<file path="src/inc/codec_dsp_channel_power_cfg_map.vh">
// Register offsets, field positions and reset values of the channel power config group
`ifndef CODEC_DSP_CHANNEL_POWER_CFG_MAP_VH
`define CODEC_DSP_CHANNEL_POWER_CFG_MAP_VH

// Register offsets on the control port
`define ADDR_PLAYBACK_DSP_CONFIG   8'h73
`define ADDR_CHANNEL_ENABLE        8'h76
`define ADDR_DYNAMIC_POWER_CONFIG  8'h77

// Reset values
`define RST_PLAYBACK_DSP_CONFIG    8'h18
`define RST_CHANNEL_ENABLE         8'hCC
`define RST_DYNAMIC_POWER_CONFIG   8'h00

// Playback DSP config fields
`define DSP_FILT_MSB               7
`define DSP_FILT_LSB               6
`define DSP_HPF_MSB                5
`define DSP_HPF_LSB                4
`define DSP_BQ_MSB                 3
`define DSP_BQ_LSB                 2
`define DSP_SOFT_STEP_DIS_BIT      1
`define DSP_VOL_GANG_BIT           0

// Channel enable fields
`define CHEN_INPUT_MSB             7
`define CHEN_INPUT_LSB             4
`define CHEN_OUTPUT_MSB            3
`define CHEN_OUTPUT_LSB            0

// Dynamic power config fields
`define DYN_REC_EN_BIT             7
`define DYN_REC_LIMIT_BIT          6
`define DYN_PLAY_EN_BIT            5
`define DYN_PLAY_LIMIT_BIT         4
`define DYN_SPLIT_CLK_BIT          3
`define DYN_WRITABLE_MASK          8'hF8
`define DYN_RESERVED_VALUE         8'h00

// Channel masks for dynamic operation; channel one is the top bit of each group
`define DYN_MASK_TWO               4'hC
`define DYN_MASK_FOUR              4'hF

`endif

</file>
<file path="src/core/codec_dsp_channel_power_cfg.v">
// Playback DSP, channel enable and dynamic power configuration registers
`timescale 1ns/100ps
`include "codec_dsp_channel_power_cfg_map.vh"

module codec_dsp_channel_power_cfg (
  // Clock and reset
  input  wire       i_core_clk,
  input  wire       i_srst,
  // Register access from the control port decoder
  input  wire [7:0] i_reg_addr,
  input  wire [7:0] i_reg_wdata,
  input  wire       i_reg_wr,
  input  wire       i_reg_rd,
  output reg  [7:0] o_reg_rdata,
  output reg        o_reg_rvalid,
  // Global power controls from the power config register
  input  wire       i_playback_global_power,
  input  wire       i_record_global_power,
  // Playback DSP settings
  output reg  [1:0] o_playback_filter_response,
  output reg  [1:0] o_playback_highpass_select,
  output reg  [1:0] o_playback_biquad_count,
  output reg        o_playback_soft_step_enable,
  output reg        o_playback_volume_gang,
  // Dynamic power settings
  output reg        o_dynamic_split_clock_select,
  // Applied channel power
  output wire [3:0] o_input_power,
  output wire [3:0] o_output_power
);

  // Reset images kept whole, so each field resets from the one constant it lives in
  localparam [7:0] DSP_RST       = `RST_PLAYBACK_DSP_CONFIG;
  localparam [7:0] CHAN_RST      = `RST_CHANNEL_ENABLE;
  localparam [7:0] DYN_RST       = `RST_DYNAMIC_POWER_CONFIG;

  // Sequencer slots; slot N owns channel enable bits 4N+3 down to 4N
  // Playback sits in slot 0 because its enables are the low nibble
  localparam       SLOT_PLAYBACK = 0;
  localparam       SLOT_RECORD   = 1;
  localparam       SLOT_COUNT    = 2;

  // Register storage and next values
  reg  [7:0] dsp_cfg_r;
  reg  [7:0] chan_en_r;
  reg  [7:0] dyn_cfg_r;
  reg  [7:0] dsp_cfg_nxt;
  reg  [7:0] chan_en_nxt;
  reg  [7:0] dyn_cfg_nxt;
  reg  [7:0] rdata_nxt;

  // Offset matches and write strobes
  wire       hit_dsp;
  wire       hit_chan;
  wire       hit_dyn;
  wire       wr_dsp;
  wire       wr_chan;
  wire       wr_dyn;

  // Next values of the setting outputs
  reg  [1:0] filter_nxt;
  reg  [1:0] highpass_nxt;
  reg  [1:0] biquad_nxt;
  reg        soft_step_nxt;
  reg        gang_nxt;
  reg        split_clock_nxt;

  // Per-slot controls and applied power of the sequencers
  wire [1:0] slot_global;
  wire [1:0] slot_dyn_enable;
  wire [1:0] slot_dyn_limit;
  wire [7:0] slot_power;

  // Address match, shared by write and read decode
  function reg_hit;
    input [7:0] addr;
    input [7:0] offset;
    begin
      reg_hit = (addr == offset);
    end
  endfunction

  // Offset match per register; the read mux and the write strobes share these
  assign hit_dsp  = reg_hit(i_reg_addr, `ADDR_PLAYBACK_DSP_CONFIG);
  assign hit_chan = reg_hit(i_reg_addr, `ADDR_CHANNEL_ENABLE);
  assign hit_dyn  = reg_hit(i_reg_addr, `ADDR_DYNAMIC_POWER_CONFIG);

  // An unmapped offset raises no strobe, so such a write changes nothing
  assign wr_dsp  = i_reg_wr & hit_dsp;
  assign wr_chan = i_reg_wr & hit_chan;
  assign wr_dyn  = i_reg_wr & hit_dyn;

  // Next register values; each register moves only on a write to its own offset
  always @* begin
    dsp_cfg_nxt = dsp_cfg_r;
    chan_en_nxt = chan_en_r;
    dyn_cfg_nxt = dyn_cfg_r;
    if (wr_dsp) begin
      dsp_cfg_nxt = i_reg_wdata;
    end
    if (wr_chan) begin
      chan_en_nxt = i_reg_wdata;
    end
    if (wr_dyn) begin
      // Masking keeps a careless write from disturbing the reserved bits
      dyn_cfg_nxt = (i_reg_wdata & `DYN_WRITABLE_MASK) | `DYN_RESERVED_VALUE;
    end
  end

  // Register storage
  always @(posedge i_core_clk) begin
    if (i_srst) begin
      dsp_cfg_r <= DSP_RST;
      chan_en_r <= CHAN_RST;
      dyn_cfg_r <= DYN_RST;
    end else begin
      dsp_cfg_r <= dsp_cfg_nxt;
      chan_en_r <= chan_en_nxt;
      dyn_cfg_r <= dyn_cfg_nxt;
    end
  end

  // Read mux; unmapped offsets read as zero
  always @* begin
    rdata_nxt = 8'h00;
    if (hit_dsp) begin
      rdata_nxt = dsp_cfg_r;
    end else if (hit_chan) begin
      rdata_nxt = chan_en_r;
    end else if (hit_dyn) begin
      rdata_nxt = dyn_cfg_r;
    end
  end

  // Registered read answer, one cycle after the read strobe
  always @(posedge i_core_clk) begin
    if (i_srst) begin
      o_reg_rdata  <= 8'h00;
      o_reg_rvalid <= 1'b0;
    end else begin
      o_reg_rvalid <= i_reg_rd;
      if (i_reg_rd) begin
        o_reg_rdata <= rdata_nxt;
      end
    end
  end

  // Field decode of the settings; filter code 3 passes through and software must avoid it
  always @* begin
    filter_nxt      = dsp_cfg_r[`DSP_FILT_MSB:`DSP_FILT_LSB];
    highpass_nxt    = dsp_cfg_r[`DSP_HPF_MSB:`DSP_HPF_LSB];
    biquad_nxt      = dsp_cfg_r[`DSP_BQ_MSB:`DSP_BQ_LSB];
    soft_step_nxt   = ~dsp_cfg_r[`DSP_SOFT_STEP_DIS_BIT];
    gang_nxt        = dsp_cfg_r[`DSP_VOL_GANG_BIT];
    split_clock_nxt = dyn_cfg_r[`DYN_SPLIT_CLK_BIT];
  end

  // Setting outputs, registered so they follow a write one edge after it lands
  always @(posedge i_core_clk) begin
    if (i_srst) begin
      o_playback_filter_response   <= DSP_RST[`DSP_FILT_MSB:`DSP_FILT_LSB];
      o_playback_highpass_select   <= DSP_RST[`DSP_HPF_MSB:`DSP_HPF_LSB];
      o_playback_biquad_count      <= DSP_RST[`DSP_BQ_MSB:`DSP_BQ_LSB];
      o_playback_soft_step_enable  <= ~DSP_RST[`DSP_SOFT_STEP_DIS_BIT];
      o_playback_volume_gang       <= DSP_RST[`DSP_VOL_GANG_BIT];
      o_dynamic_split_clock_select <= DYN_RST[`DYN_SPLIT_CLK_BIT];
    end else begin
      o_playback_filter_response   <= filter_nxt;
      o_playback_highpass_select   <= highpass_nxt;
      o_playback_biquad_count      <= biquad_nxt;
      o_playback_soft_step_enable  <= soft_step_nxt;
      o_playback_volume_gang       <= gang_nxt;
      o_dynamic_split_clock_select <= split_clock_nxt;
    end
  end

  // Per-slot controls, indexed so the generate loop below needs no path cases
  assign slot_global[SLOT_PLAYBACK]     = i_playback_global_power;
  assign slot_global[SLOT_RECORD]       = i_record_global_power;
  assign slot_dyn_enable[SLOT_PLAYBACK] = dyn_cfg_r[`DYN_PLAY_EN_BIT];
  assign slot_dyn_enable[SLOT_RECORD]   = dyn_cfg_r[`DYN_REC_EN_BIT];
  assign slot_dyn_limit[SLOT_PLAYBACK]  = dyn_cfg_r[`DYN_PLAY_LIMIT_BIT];
  assign slot_dyn_limit[SLOT_RECORD]    = dyn_cfg_r[`DYN_REC_LIMIT_BIT];

  // One sequencer per path; both follow the same rules, only their controls differ
  genvar slot;
  generate
    for (slot = 0; slot < SLOT_COUNT; slot = slot + 1) begin : g_path
      // Enable slice and power slice sit at the same bit positions
      channel_power_seq u_power (
        .i_core_clk       (i_core_clk),
        .i_srst           (i_srst),
        .i_global_power   (slot_global[slot]),
        .i_channel_enable (chan_en_r[4*slot +: 4]),
        .i_dynamic_enable (slot_dyn_enable[slot]),
        .i_dynamic_limit  (slot_dyn_limit[slot]),
        .o_power          (slot_power[4*slot +: 4])
      );
    end
  endgenerate

  // Applied power comes straight from the sequencer flops
  assign o_output_power = slot_power[`CHEN_OUTPUT_MSB:`CHEN_OUTPUT_LSB];
  assign o_input_power  = slot_power[`CHEN_INPUT_MSB:`CHEN_INPUT_LSB];

endmodule // codec_dsp_channel_power_cfg

</file>
<file path="src/core/channel_power_seq.v">
// Per-path channel power sequencer: global power, enables and dynamic rules
`timescale 1ns/100ps
`include "codec_dsp_channel_power_cfg_map.vh"

module channel_power_seq (
  // Clock and reset
  input  wire       i_core_clk,
  input  wire       i_srst,
  // Controls
  input  wire       i_global_power,
  input  wire [3:0] i_channel_enable,
  input  wire       i_dynamic_enable,
  input  wire       i_dynamic_limit,
  // Applied channel power
  output reg  [3:0] o_power
);

  wire       running;
  wire [3:0] dyn_mask;
  reg  [3:0] power_nxt;

  assign running  = |o_power;
  assign dyn_mask = i_dynamic_limit ? `DYN_MASK_FOUR : `DYN_MASK_TWO;

  // Next channel power; channels outside the dynamic range keep their state
  always @* begin
    power_nxt = o_power;
    if (!i_global_power) begin
      power_nxt = 4'h0;
    end else if (!running) begin
      power_nxt = i_channel_enable;
    end else if (i_dynamic_enable) begin
      power_nxt = (i_channel_enable & dyn_mask) | (o_power & ~dyn_mask);
    end
  end

  // Power state register
  always @(posedge i_core_clk) begin
    if (i_srst) begin
      o_power <= 4'h0;
    end else begin
      o_power <= power_nxt;
    end
  end

endmodule // channel_power_seq

</file>
<file path="config.mk">
export PLATFORM = sky130hd
export DESIGN_NAME = codec_dsp_channel_power_cfg
export DESIGN_NICKNAME = d
export VERILOG_FILES = /design/src/core/codec_dsp_channel_power_cfg.v /design/src/core/channel_power_seq.v
export VERILOG_INCLUDE_DIRS = /design/src /design/src/inc
export SDC_FILE = /design/constraint.sdc
export NUM_CORES = 1
export LEC_CHECK = 0
export BUFFER_PORTS_ARGS = -buffer_cell sky130_fd_sc_hd__buf_2
export CELL_PAD_IN_SITES_DETAIL_PLACEMENT = 1
export CELL_PAD_IN_SITES_GLOBAL_PLACEMENT = 1
export CORE_ASPECT_RATIO = 0.7
export CORE_MARGIN = 2
export CORE_UTILIZATION = 30
export CTS_BUF_LIST = sky130_fd_sc_hd__clkbuf_2 sky130_fd_sc_hd__clkbuf_4 sky130_fd_sc_hd__clkbuf_8
export CTS_CLUSTER_DIAMETER = 80
export DETAILED_ROUTE_END_ITERATION = 8
export PLACE_DENSITY = 0.63
export SYNTH_ARGS = -nofsm -noshare
export SYNTH_HDL_FRONTEND = slang
export SYNTH_HIERARCHICAL = 1
export SYNTH_SLANG_ARGS = --single-unit
</file>
<file path="constraint.sdc">
create_clock -name i_core_clk -period 1.95 [get_ports i_core_clk]
set_input_delay 0.39 -clock i_core_clk [delete_from_list [all_inputs] [get_ports i_core_clk]]
set_output_delay 0.39 -clock i_core_clk [all_outputs]
set_load 0.02 [all_outputs]
</file>
Word-level counts from Yosys, hierarchy flattened
Cells that the tools add are included.
{"block": "word_totals", "reg_bits": 47, "input_bits": 22, "wordCells": 45}
{"block": "op_classes", "reduce_logical": 4, "bitwise_logic": 14, "muxes": 9, "eq_ne": 5}
{"operator": "8-bit by 7-bit equality test with 1-bit output (second input constant)", "n": 3}
{"operator": "8-bit 2-to-1 mux", "n": 3}
{"operator": "4-bit bitwise AND", "n": 4}
{"operator": "4-bit 2-to-1 mux", "n": 4}
{"operator": "4-bit inverter", "n": 2}
{"operator": "4-bit OR", "n": 2}
{"operator": "4-bit OR reduction", "n": 2}
{"operator": "2-bit 2-to-1 mux", "n": 2}
{"operator": "2-bit inequality test (second input constant)", "n": 2}
{"operator": "2-bit OR reduction", "n": 2}
{"operator": "1-bit bitwise AND", "n": 3}
{"operator": "1-bit inverter", "n": 3}

Longest topological paths before layout
Gate-level depths: netlist of run 1.
{"block": "logic_depth", "ltp_word": 6, "mapped_depth": 5, "ltp_nobuf": 3}

Cells and area by module
The synthesis of run 1 kept the hierarchy.
{"mod": "codec_dsp_channel_power_cfg", "cells_per_inst": 159, "area_each_um2": 1631.6, "seq_area_each_um2": 780.7, "n_inst": 1}
{"mod": "channel_power_seq", "cells_per_inst": 20, "area_each_um2": 178.9, "seq_area_each_um2": 80.1, "n_inst": 2}

Worst setup path after synthesis of run 1
Ideal clock, no wire load.
{"block": "synth_timing", "kind": "input-to-reg", "from": "in i_reg_addr[7]", "to": "reg dsp_cfg_r[2]", "setup_time_ns": 0.121, "path_slack_ns": 0.517, "path_stages": 4, "arrival_time_ns": 1.312, "required_time_ns": 1.829, "path_buffers": 1, "path_cell_list": "and4b_1 > and4_1 > buf_6 > mux2_4"}
{"block": "synth_between", "elab_chain_cells": 2}
{"element": "start: declaration", "line_no": "codec_dsp_channel_power_cfg.v:10", "text": "input wire [7:0] i_reg_addr,"}
{"element": "8-bit by 7-bit equality test with 1-bit output", "line_no": "codec_dsp_channel_power_cfg.v:79", "text": "reg_hit = (addr == offset);"}
{"element": "1-bit bitwise AND", "line_no": "codec_dsp_channel_power_cfg.v:89", "text": "assign wr_dsp = i_reg_wr & hit_dsp;"}
{"element": "end signal: assignment", "line_no": "codec_dsp_channel_power_cfg.v:117", "text": "dsp_cfg_r <= dsp_cfg_nxt;"}
{"element": "end: declaration", "line_no": "codec_dsp_channel_power_cfg.v:44", "text": "reg [7:0] dsp_cfg_r;"}
No other way between the ends.
A chain may end at the register's enable or synchronous reset.

Final worst setup path of run 1
Ends and elaborated chain as after synthesis.

==> flow_summary.toml, run 1 <==
[layout]
drive_above_1_share = 0.2863
seq_area_um2 = 940.9
fin_nets = 269
final_area_mm2 = 0.002369
multiInputGateArea_um2 = 949.7
area_growth_pct = 19.06
num-fill-cells = 741
antennaDiodeCount = 0

[sta]
relSlewSlack = 0.7256
rsz0062_at_grt = "no"
fmax_mhz = 746.8
post-route-period-util = 0.6867
min_period_ps = 1339
setup_slack_ps = 611.0
tns_ps = 0
maxSlewViolCount = 0
tightest_slew_ps = 411.6
hold_viol = 0
fin_skew_ps = 4.981
finalSetupViolations = 0

[grt]
grt_max_degree = 26
grt_usage = 0.1391
antenna_found_initial = 0
grt_first_pass_wirelength_um = 7741
overflow = 0
first_global_vias = 1514

[job]
cap_viol_max_count = 0

[setup_path]
endpoint_kind = "register"
crit_path_cell_trace = "buf_2 -> and4b_1 -> and4_1 -> mux2_4"
reg2reg_to = "o_reg_rdata[7]"
reg2reg_from = "dyn_cfg_r[7]"
cp.buffers_inverters = 1
critPathMaxStageDelay_ps = 380
worst-r2r-setup-slack_ps = 870
startpoint = "i_reg_addr[7]"
path_class = "primary input to register"
cpMaxStageDelayCell = "and4_1"
worstPathMaxFanout = 6
critical_path_arrival_ps = 1540
reg2reg_depth = 2
startpoint_type = "primary input"
critPathRequiredTime_ps = 2150
path_delay_family = "simple AND/OR/NAND/NOR gates"

[floorplan]
ios = 48
die_w_um = 101.3
start_util = 0.3155
rows = 24
fp.dieH_um = 72.13
core_area_mm2 = 0.006306
dieArea_mm2 = 0.007309

[power]
clkPwrFrac = 0.348
p_int_w = 0.001293
swShare = 0.2433
p_comb_frac = 0.082
p_seq_frac = 0.570
p_per_area_mw_per_mm2 = 721.6
ir_worst_vdd_v = 0.0003813
p_leak_nw = 1.034
p_sw_w = 0.0004159

[clock_tree]
numClockSinks = 47
clkLatencyLatePin_ps = 300
holdBufCountCts = 0
cts_tree = "yes"
htreeDepth = 2
path_clk_slew_ps = 80
postCtsSetupRepairBufs = 0
clockRootBuffer = "clkbuf_8"
cts_buffer_depth = 2
cts_resized = 0
cts_buffers = 5

[placement]
gp_congestion = 0.7439
place_area_mm2 = 0.002280
dp_hpwl_um = 3713
port_buffers = 47
pre_cts_slack_ps = 300.1

[routing]
drc = 0
drt_wl_total_um = 4763
dr.pass1.iters = 4
vias = 1536
wire_per_inst_um = 14.61
vias_per_cell = 4.712
drtIter0Drc = 48
ant_nets = 0

[logic_synthesis]
synth_common_cells = "dfxtp_1 (47), nand2b_1 (27), mux2i_1 (19)"
synth_flop_cell = "dfxtp_1"
seq_area_frac_synth = 0.4730
ys_warn_count = 6
synthArstFlopShare = 0
synth_fp_nets = 221
synth_area_leaders = "dfxtp_1 (47%), mux2i_1 (9.6%), nand2b_1 (8.5%), o21ai_0 (3.3%), nor2_1 (3.0%)"
synth_area_mm2 = 0.001989
avgSynthCellArea_um2 = 9.997
synth_most_common_cell = "dfxtp_1"
yosysTopAreaCell = "dfxtp_1"
ys_types = 31
ys_ff_latch = 47
synth_edf_count = 0
synth.top_cell.area_share = 0.4730
postSynthCellCount = 199

[hold_path]
hold_start = "i_reg_wdata[7]"
hold_end = "chan_en_r[7]"
hold_path_class = "primary input to register"
holdPathStages = 3

[outcome]
status = "finished, final reports clean"
[cell type report]
type	instances	area share
Multi-Input combinational cell	135	0.4010
Sequential cell	47	0.3973
Timing Repair Buffer	51	0.1120
Tap cell	78	0.04120
Clock buffer	6	0.03222
Inverter	7	0.01109
Clock inverter	2	0.005283
[registers in the layout, summed over array words and instances, names as in the netlist, named ones only]
register / cells
chan_en_r: 8
dsp_cfg_r: 8
dyn_cfg_r: 5
g_path.u_power/o_power: 4
o_dynamic_split_clock_select: 1
o_playback_biquad_count: 2
o_playback_filter_response: 2
o_playback_highpass_select: 2
o_playback_soft_step_enable: 1
o_playback_volume_gang: 1
o_reg_rdata: 8
o_reg_rvalid: 1
[worst max-delay path by stage]
stage | cells after the start | slack [ps] | to
2_1_floorplan | 4 | 520 | dsp_cfg_r[2]
3_3_place_gp | 4 | 320 | dsp_cfg_r[2]
3_5_place_dp | 4 | 300 | dsp_cfg_r[2]
4_1_cts | 4 | 630 | dsp_cfg_r[2]
5_1_grt | 4 | 560 | dsp_cfg_r[2]
6_report | 4 | 610 | dsp_cfg_r[2]
[metrics by stage]
| stage | hold slack [ps] | utilization | power, W | cells |
|---|---|---|---|---|
| after floorplan | 390.5 | - | 0.001084 | 199 |
| after global placement | 421.8 | 0.3615 | 0.001137 | 318 |
| after detailed placement | 422.9 | 0.3615 | 0.001139 | 318 |
| after CTS | 355.9 | 0.3756 | 0.001742 | 326 |
| after global routing | 373.0 | 0.3756 | 0.001790 | 326 |
| final | 363.1 | 0.3756 | 0.001709 | 326 |
[per-layer routing]
metal,vias up,global-route usage,share of wire
met5,-,0,0
met4,0,0.04505,0.011
met3,5,0.03179,0.043
met2,33,0.1862,0.38
met1,712,0.2165,0.57
li1,786,-,-
[cells in the final DEF (no fill, tap or decap), types with 3 or more instances in the layout]
master,Yosys,final
dfxtp_1,47,47
buf_2,1,47
nand2b_1,27,27
mux2i_1,19,19
nor2_1,16,16
o21ai_0,13,13
a21oi_1,8,8
nand2_1,7,7
inv_1,7,7
a21o_1,5,5
or3b_2,5,5
o41ai_1,5,5
clkbuf_8,0,5
nor2b_1,4,4
buf_4,1,4
a22oi_1,3,3
o32ai_1,3,3
[logic make-up after synthesis]
group	after synthesis	share of synthesized area
buffers and inverters	17	0.04968
AOI/OAI and AO/OA	37	0.1182
and+or+nand+nor	77	0.2484
muxes	21	0.1107
DFF	47	0.4730
[worst reg2reg max path, cell delays in order (launching register included)]
cell and delay, ps:
dfxtp_1 470, o21ai_0 170, o41ai_1 340
[power groups by stage]
stage                     clock network (W)  registers, W  logic (W)
final                              0.000595      0.000974   0.000140
after global routing               0.000659      0.000976   0.000156
after CTS                          0.000625      0.000974   0.000142
after detailed placement                  0      0.000997   0.000142
after global placement                    0      0.000997   0.000141
after floorplan                           0       0.00101  0.0000787
Power figures use the tool's default switching activity.
==> run 2, diff against run 1 <==
- clock period: 1.95 -> 1.36 ns (I/O delays scaled with it)
==> run 2 against run 1 <==
  * Total power increased by 56%
  * Global-route usage increased by 0.80 points
  * Utilization increased by 1.2 points
  * First-iteration DRC count increased by 50%
  * Count of clock-buffer cells in the layout decreased by 1
  * Largest cell class unchanged
  * Routed wire length increased by 7.0%
  * Sequential power increased by 44%
  * Combinational power increased by 53%
  * Largest power group unchanged
  * Clock skew increased by 5.1 ps
  * Flip-flop and latch count unchanged
  * Sequential share of layout area decreased by 1.2 points
  * Worst setup slack got worse by 430 ps
==> flow_summary.toml, run 2 (synthesized netlist as in run 1, its figures left out) <==
[sta]
min_period_ps = 1184
relSlewSlack = 0.7165
fin_skew_ps = 10.10
holdWs_ps = 244.1
finalSetupViolations = 0
rsz0062_at_grt = "no"
tns_ps = 0
post-route-period-util = 0.8703
fmax_mhz = 844.9
hold_viol = 0
tightest_slew_ps = 420.9
maxSlewViolCount = 0

[floorplan]
core_area_mm2 = 0.006306
ios = 48
fp.dieH_um = 72.13
rows = 24
die_w_um = 101.3
dieArea_mm2 = 0.007309
start_util = 0.3155

[hold_path]
hold_path_class = "primary input to register"

[power]
p_comb_frac = 0.080
p_per_area_mw_per_mm2 = 1089
p_int_w = 0.002029
ir_worst_vdd_v = 0.0003884
swShare = 0.2373
p_leak_nw = 1.078
p_sw_w = 0.0006314
p_seq_frac = 0.525
clkPwrFrac = 0.394

[layout]
mostFrequentLayoutCells = "dfxtp_1 (47), buf_2 (47), nand2b_1 (27), mux2i_1 (19), nor2_1 (16)"
reg_top3 = "chan_en_r (8), dsp_cfg_r (8), o_reg_rdata (8)"
post-route-util = 0.3873
area_growth_pct = 22.77
fin_nets = 274
drive_above_1_share = 0.3004
final_area_mm2 = 0.002442
antennaDiodeCount = 0

[clock_tree]
path_clk_slew_ps = 100
clkLatencyLatePin_ps = 310
numClockSinks = 47
holdBufCountCts = 0
cts_resized = 0
cts_buffer_depth = 2
htreeDepth = 2
clockRootBuffer = "clkbuf_8"
cts_tree = "yes"
postCtsSetupRepairBufs = 0
cts_buffers = 5

[outcome]
status = "finished, final reports clean"

[routing]
wire_per_inst_um = 15.40
vias_per_cell = 4.695
drc = 0
vias = 1554
drtIter0Drc = 72
drt_wl_total_um = 5096
dr.pass1.iters = 4
ant_nets = 0

[setup_path]
critical_path_arrival_ps = 910
cp.buffers_inverters = 1
startpoint_type = "register"
critPathMaxStageDelay_ps = 420
crit_path_cell_trace = "buf_2"
worstPathMaxFanout = 3
path_delay_family = "flip-flops"
path_class = "register to output pin"
cpMaxStageDelayCell = "dfxtp_1"
endpoint_kind = "output pin"
critPathRequiredTime_ps = 1090

[placement]
dp_hpwl_um = 3834
port_buffers = 47
gp_congestion = 0.7343
place_area_mm2 = 0.002330

[job]
cap_viol_max_count = 0

[grt]
first_global_vias = 1602
grt_usage = 0.1471
overflow = 0
grt_max_degree = 33
antenna_found_initial = 0
grt_first_pass_wirelength_um = 8183
## run 2: final cells by class
class	count	area, µm²
Inverter	7	26.28
Timing Repair Buffer	56	315.3
Fill cell	756	3864
Multi-Input combinational cell	135	949.7
Sequential cell	47	940.9
Clock buffer	5	68.82
Clock inverter	3	43.79
Tap cell	78	97.59
## run 2: metal layers
metal | up-vias | wire length, µm | track usage
met2 | 32 | 1961 | 0.2060
met1 | 724 | 2878 | 0.2234
met5 | - | 0 | 0
met3 | 5 | 224 | 0.03854
li1 | 793 | - | -
met4 | 0 | 31 | 0.03604
## run 2: power groups by stage
stage / registers (W) / logic, W / clock network, W
global placement: 0.00143 / 0.000212 / 0
CTS: 0.00140 / 0.000215 / 0.00108
floorplan: 0.00144 / 0.000113 / 0
detailed placement: 0.00143 / 0.000214 / 0
global route: 0.00140 / 0.000236 / 0.00113
finish: 0.00140 / 0.000214 / 0.00105
## run 2: path summary, 6_finish.rpt
check | start | to | slack (ps) | cells past startpoint
min reg2reg | dsp_cfg_r[1] | o_playback_soft_step_enable | 440 | 1
max reg2reg | dyn_cfg_r[5] | o_reg_rdata[5] | 210 | 2
max | register | o_output_power[1] | 180 | 1
min | i_reg_wdata[1] | dsp_cfg_r[1] | 240 | 3
## run 2: stage by stage
step | total power (W) | instances | setup slack [ps]
final | 0.002660 | 331 | 176.4
after floorplan | 0.001555 | 199 | 44.71
after global placement | 0.001641 | 323 | -52.62
after CTS | 0.002689 | 331 | 164.8
after global routing | 0.002768 | 331 | 91.70
after detailed placement | 0.001644 | 323 | -84.04
==> run 3, diff against run 2 <==
- CORE_UTILIZATION: 30 -> 41
- PLACE_DENSITY: 0.63 -> 0.82
- SYNTH_HIERARCHICAL: 1 -> default
==> run 3 against run 2 <==
  * Sequential share of layout area rose by 0.68 points
  * Die area fell by 27%
  * Routed wire length rose by 1.6%
  * Fmax rose by 1.7%
  * Register-to-register slack improved by 40 ps
  * Cell count fell by 6.6%
  * Non-clock buffer count rose by 2
  * Clock skew fell by 1.8 ps
  * Clock power fell by 19%
  * Synthesized cell count fell by 0.50%
  * Largest cell class is now flip-flops and latches
==> flow_summary.toml, run 3 <==
[outcome]
status = "finished, final reports clean"

[logic_synthesis]
postSynthCellCount = 198
synth_edf_count = 0
synth.top_cell.area_share = 0.4827
synth_area_leaders = "dfxtp_1 (48%), mux2i_1 (9.8%), nand2b_1 (9.3%), o21ai_0 (3.3%), nor2_1 (3.1%)"
yosysTopAreaCell = "dfxtp_1"
muxShareOfSynthArea = 0.1110
synth_flop_cell = "dfxtp_1"
synthArstFlopShare = 0
synth_compound_area_frac = 0.1207
synth_area_mm2 = 0.001949
seq_area_frac_synth = 0.4827
synth_common_cells = "dfxtp_1 (47), nand2b_1 (29), mux2i_1 (19)"
synthAdderAreaFrac = 0
ys_warn_count = 0
synth_top_family_by_area = "simple AND/OR/NAND/NOR gates"
synth_fp_nets = 220
ys_ff_latch = 47
synth_most_common_cell = "dfxtp_1"
avgSynthCellArea_um2 = 9.845
synthSimpleGateAreaFrac = 0.2407
ys_types = 32
yosys.area_share.xor_xnor = 0

[sta]
maxSlewViolCount = 0
rsz0062_at_grt = "no"
hold_viol = 0
relSlewSlack = 0.7320
tightest_slew_ps = 402.0
post-route-period-util = 0.8558
finalSetupViolations = 0
fmax_mhz = 859.1
fin_skew_ps = 8.253
min_period_ps = 1164

[floorplan]
core_area_mm2 = 0.004454
dieArea_mm2 = 0.005331
fp.dieH_um = 61.69
rows = 20
die_w_um = 86.42
ios = 48
start_util = 0.4376

[layout]
area_growth_pct = 23.11
num-fill-cells = 547
mostFrequentLayoutCells = "dfxtp_1 (47), buf_2 (47), nand2b_1 (29), mux2i_1 (19), nor2_1 (16)"
post-route-util = 0.5388
fin_nets = 276
antennaDiodeCount = 0
drive_above_1_share = 0.3031
reg_top3 = "chan_en_r (8), dsp_cfg_r (8), o_reg_rdata (8)"

[power]
finalPower_w = 0.002457
p_leak_nw = 1.055
ir_worst_vdd_v = 0.0005133
p_per_area_mw_per_mm2 = 1024

[placement]
dp_hpwl_um = 3833
gp_congestion = 0.8055
port_buffers = 47

[routing]
ant_nets = 0
drc = 0
drtIter0Drc = 76
wire_per_inst_um = 16.75
vias_per_cell = 5.272
drt_wl_total_um = 5177
dr.pass1.iters = 4
vias = 1629

[job]
cap_viol_max_count = 0

[grt]
overflow = 0
antenna_found_initial = 0
first_global_vias = 1648
grt_first_pass_wirelength_um = 8355
grt_max_degree = 22
grt_usage = 0.2124

[setup_path]
critical_path_arrival_ps = 890
endpoint_kind = "output pin"
critPathMaxStageDelay_ps = 400
worstPathMaxFanout = 5
path_class = "register to output pin"
cpMaxStageDelayCell = "dfxtp_1"
path_delay_family = "flip-flops"
critPathRequiredTime_ps = 1090
cp.buffers_inverters = 1
crit_path_cell_trace = "buf_2"
startpoint_type = "register"

[hold_path]
hold_path_class = "primary input to register"

[clock_tree]
htreeDepth = 2
cts_tree = "yes"
postCtsSetupRepairBufs = 0
cts_resized = 0
cts_buffers = 5
clockRootBuffer = "clkbuf_8"
holdBufCountCts = 0
path_clk_slew_ps = 80
numClockSinks = 47
cts_buffer_depth = 2
clkLatencyLatePin_ps = 300
==> run 3: changes by cell type after synthesis, moves of 2 or more <==
cell | previous run | this run
nor4_1 | 0 | 2
nand4_1 | 2 | 0
buf_6 | 4 | 1
nor4_4 | 2 | 0
nand2b_1 | 27 | 29
nor3_1 | 0 | 2
or2b_1 | 2 | 0
==> run 3: layout make-up <==
cell class	count	area [µm²]	area share
inverter	7	26.28	0.01095
clock inverter	1	5.005	0.002086
multi-input combinational	135	920.9	0.3837
tap	55	68.82	0.02868
sequential	47	940.9	0.3921
clock buffer	6	82.58	0.03441
timing repair buffer	58	355.3	0.1481
==> run 3: routing by layer <==
layer	routed length [µm]	GRT usage	vias up	part of all wire
li1	-	-	795	-
met4	32	0.05357	0	0.0062
met1	2610	0.2864	793	0.50
met2	2313	0.3352	37	0.45
met3	220	0.07001	4	0.042
met5	0	0	-	0
==> run 3: final timing paths <==
check,from,to,slack [ps],depth (start not counted)
worst max register to register,register,register,250,3
worst min-delay path,i_reg_wdata[4],dsp_cfg_r[4],250,3
worst max-delay path,register,o_input_power[1],200,1
worst min register to register,dsp_cfg_r[1],o_playback_soft_step_enable,470,1
==> run 3: per-stage QoR <==
step / setup slack (ps) / std cells / hold WS (ps) / TNS (ps) / cell area [µm²]
after CTS: 185.8 / 309 / 241.5 / 0 / 2400
after floorplan: 34.59 / 198 / 352.1 / 0 / 1949
after detailed placement: -95.97 / 302 / 437.9 / -525.3 / 2312
after global routing: 109.6 / 309 / 247.2 / 0 / 2400
after global placement: 7.858 / 302 / 431.8 / 0 / 2312
final: 196.1 / 309 / 250.4 / 0 / 2400
==> run 3: cell families after synthesis <==
kind of cell / after synthesis
multiplexers: 21
buffers and inverters: 16
flip-flops: 47
AND/OR/NAND/NOR: 77
AO/OA/AOI/OAI: 37
==> run 3: power by group <==
group,internal (W),switching [W],leakage (nW),total (W)
Combinational,0.0000935,0.000114,0.628,0.000208
Clock,0.000400,0.000455,0.0470,0.000854
Sequential,0.00139,0.00000912,0.380,0.00139
Total,0.00188,0.000578,1.06,0.00246
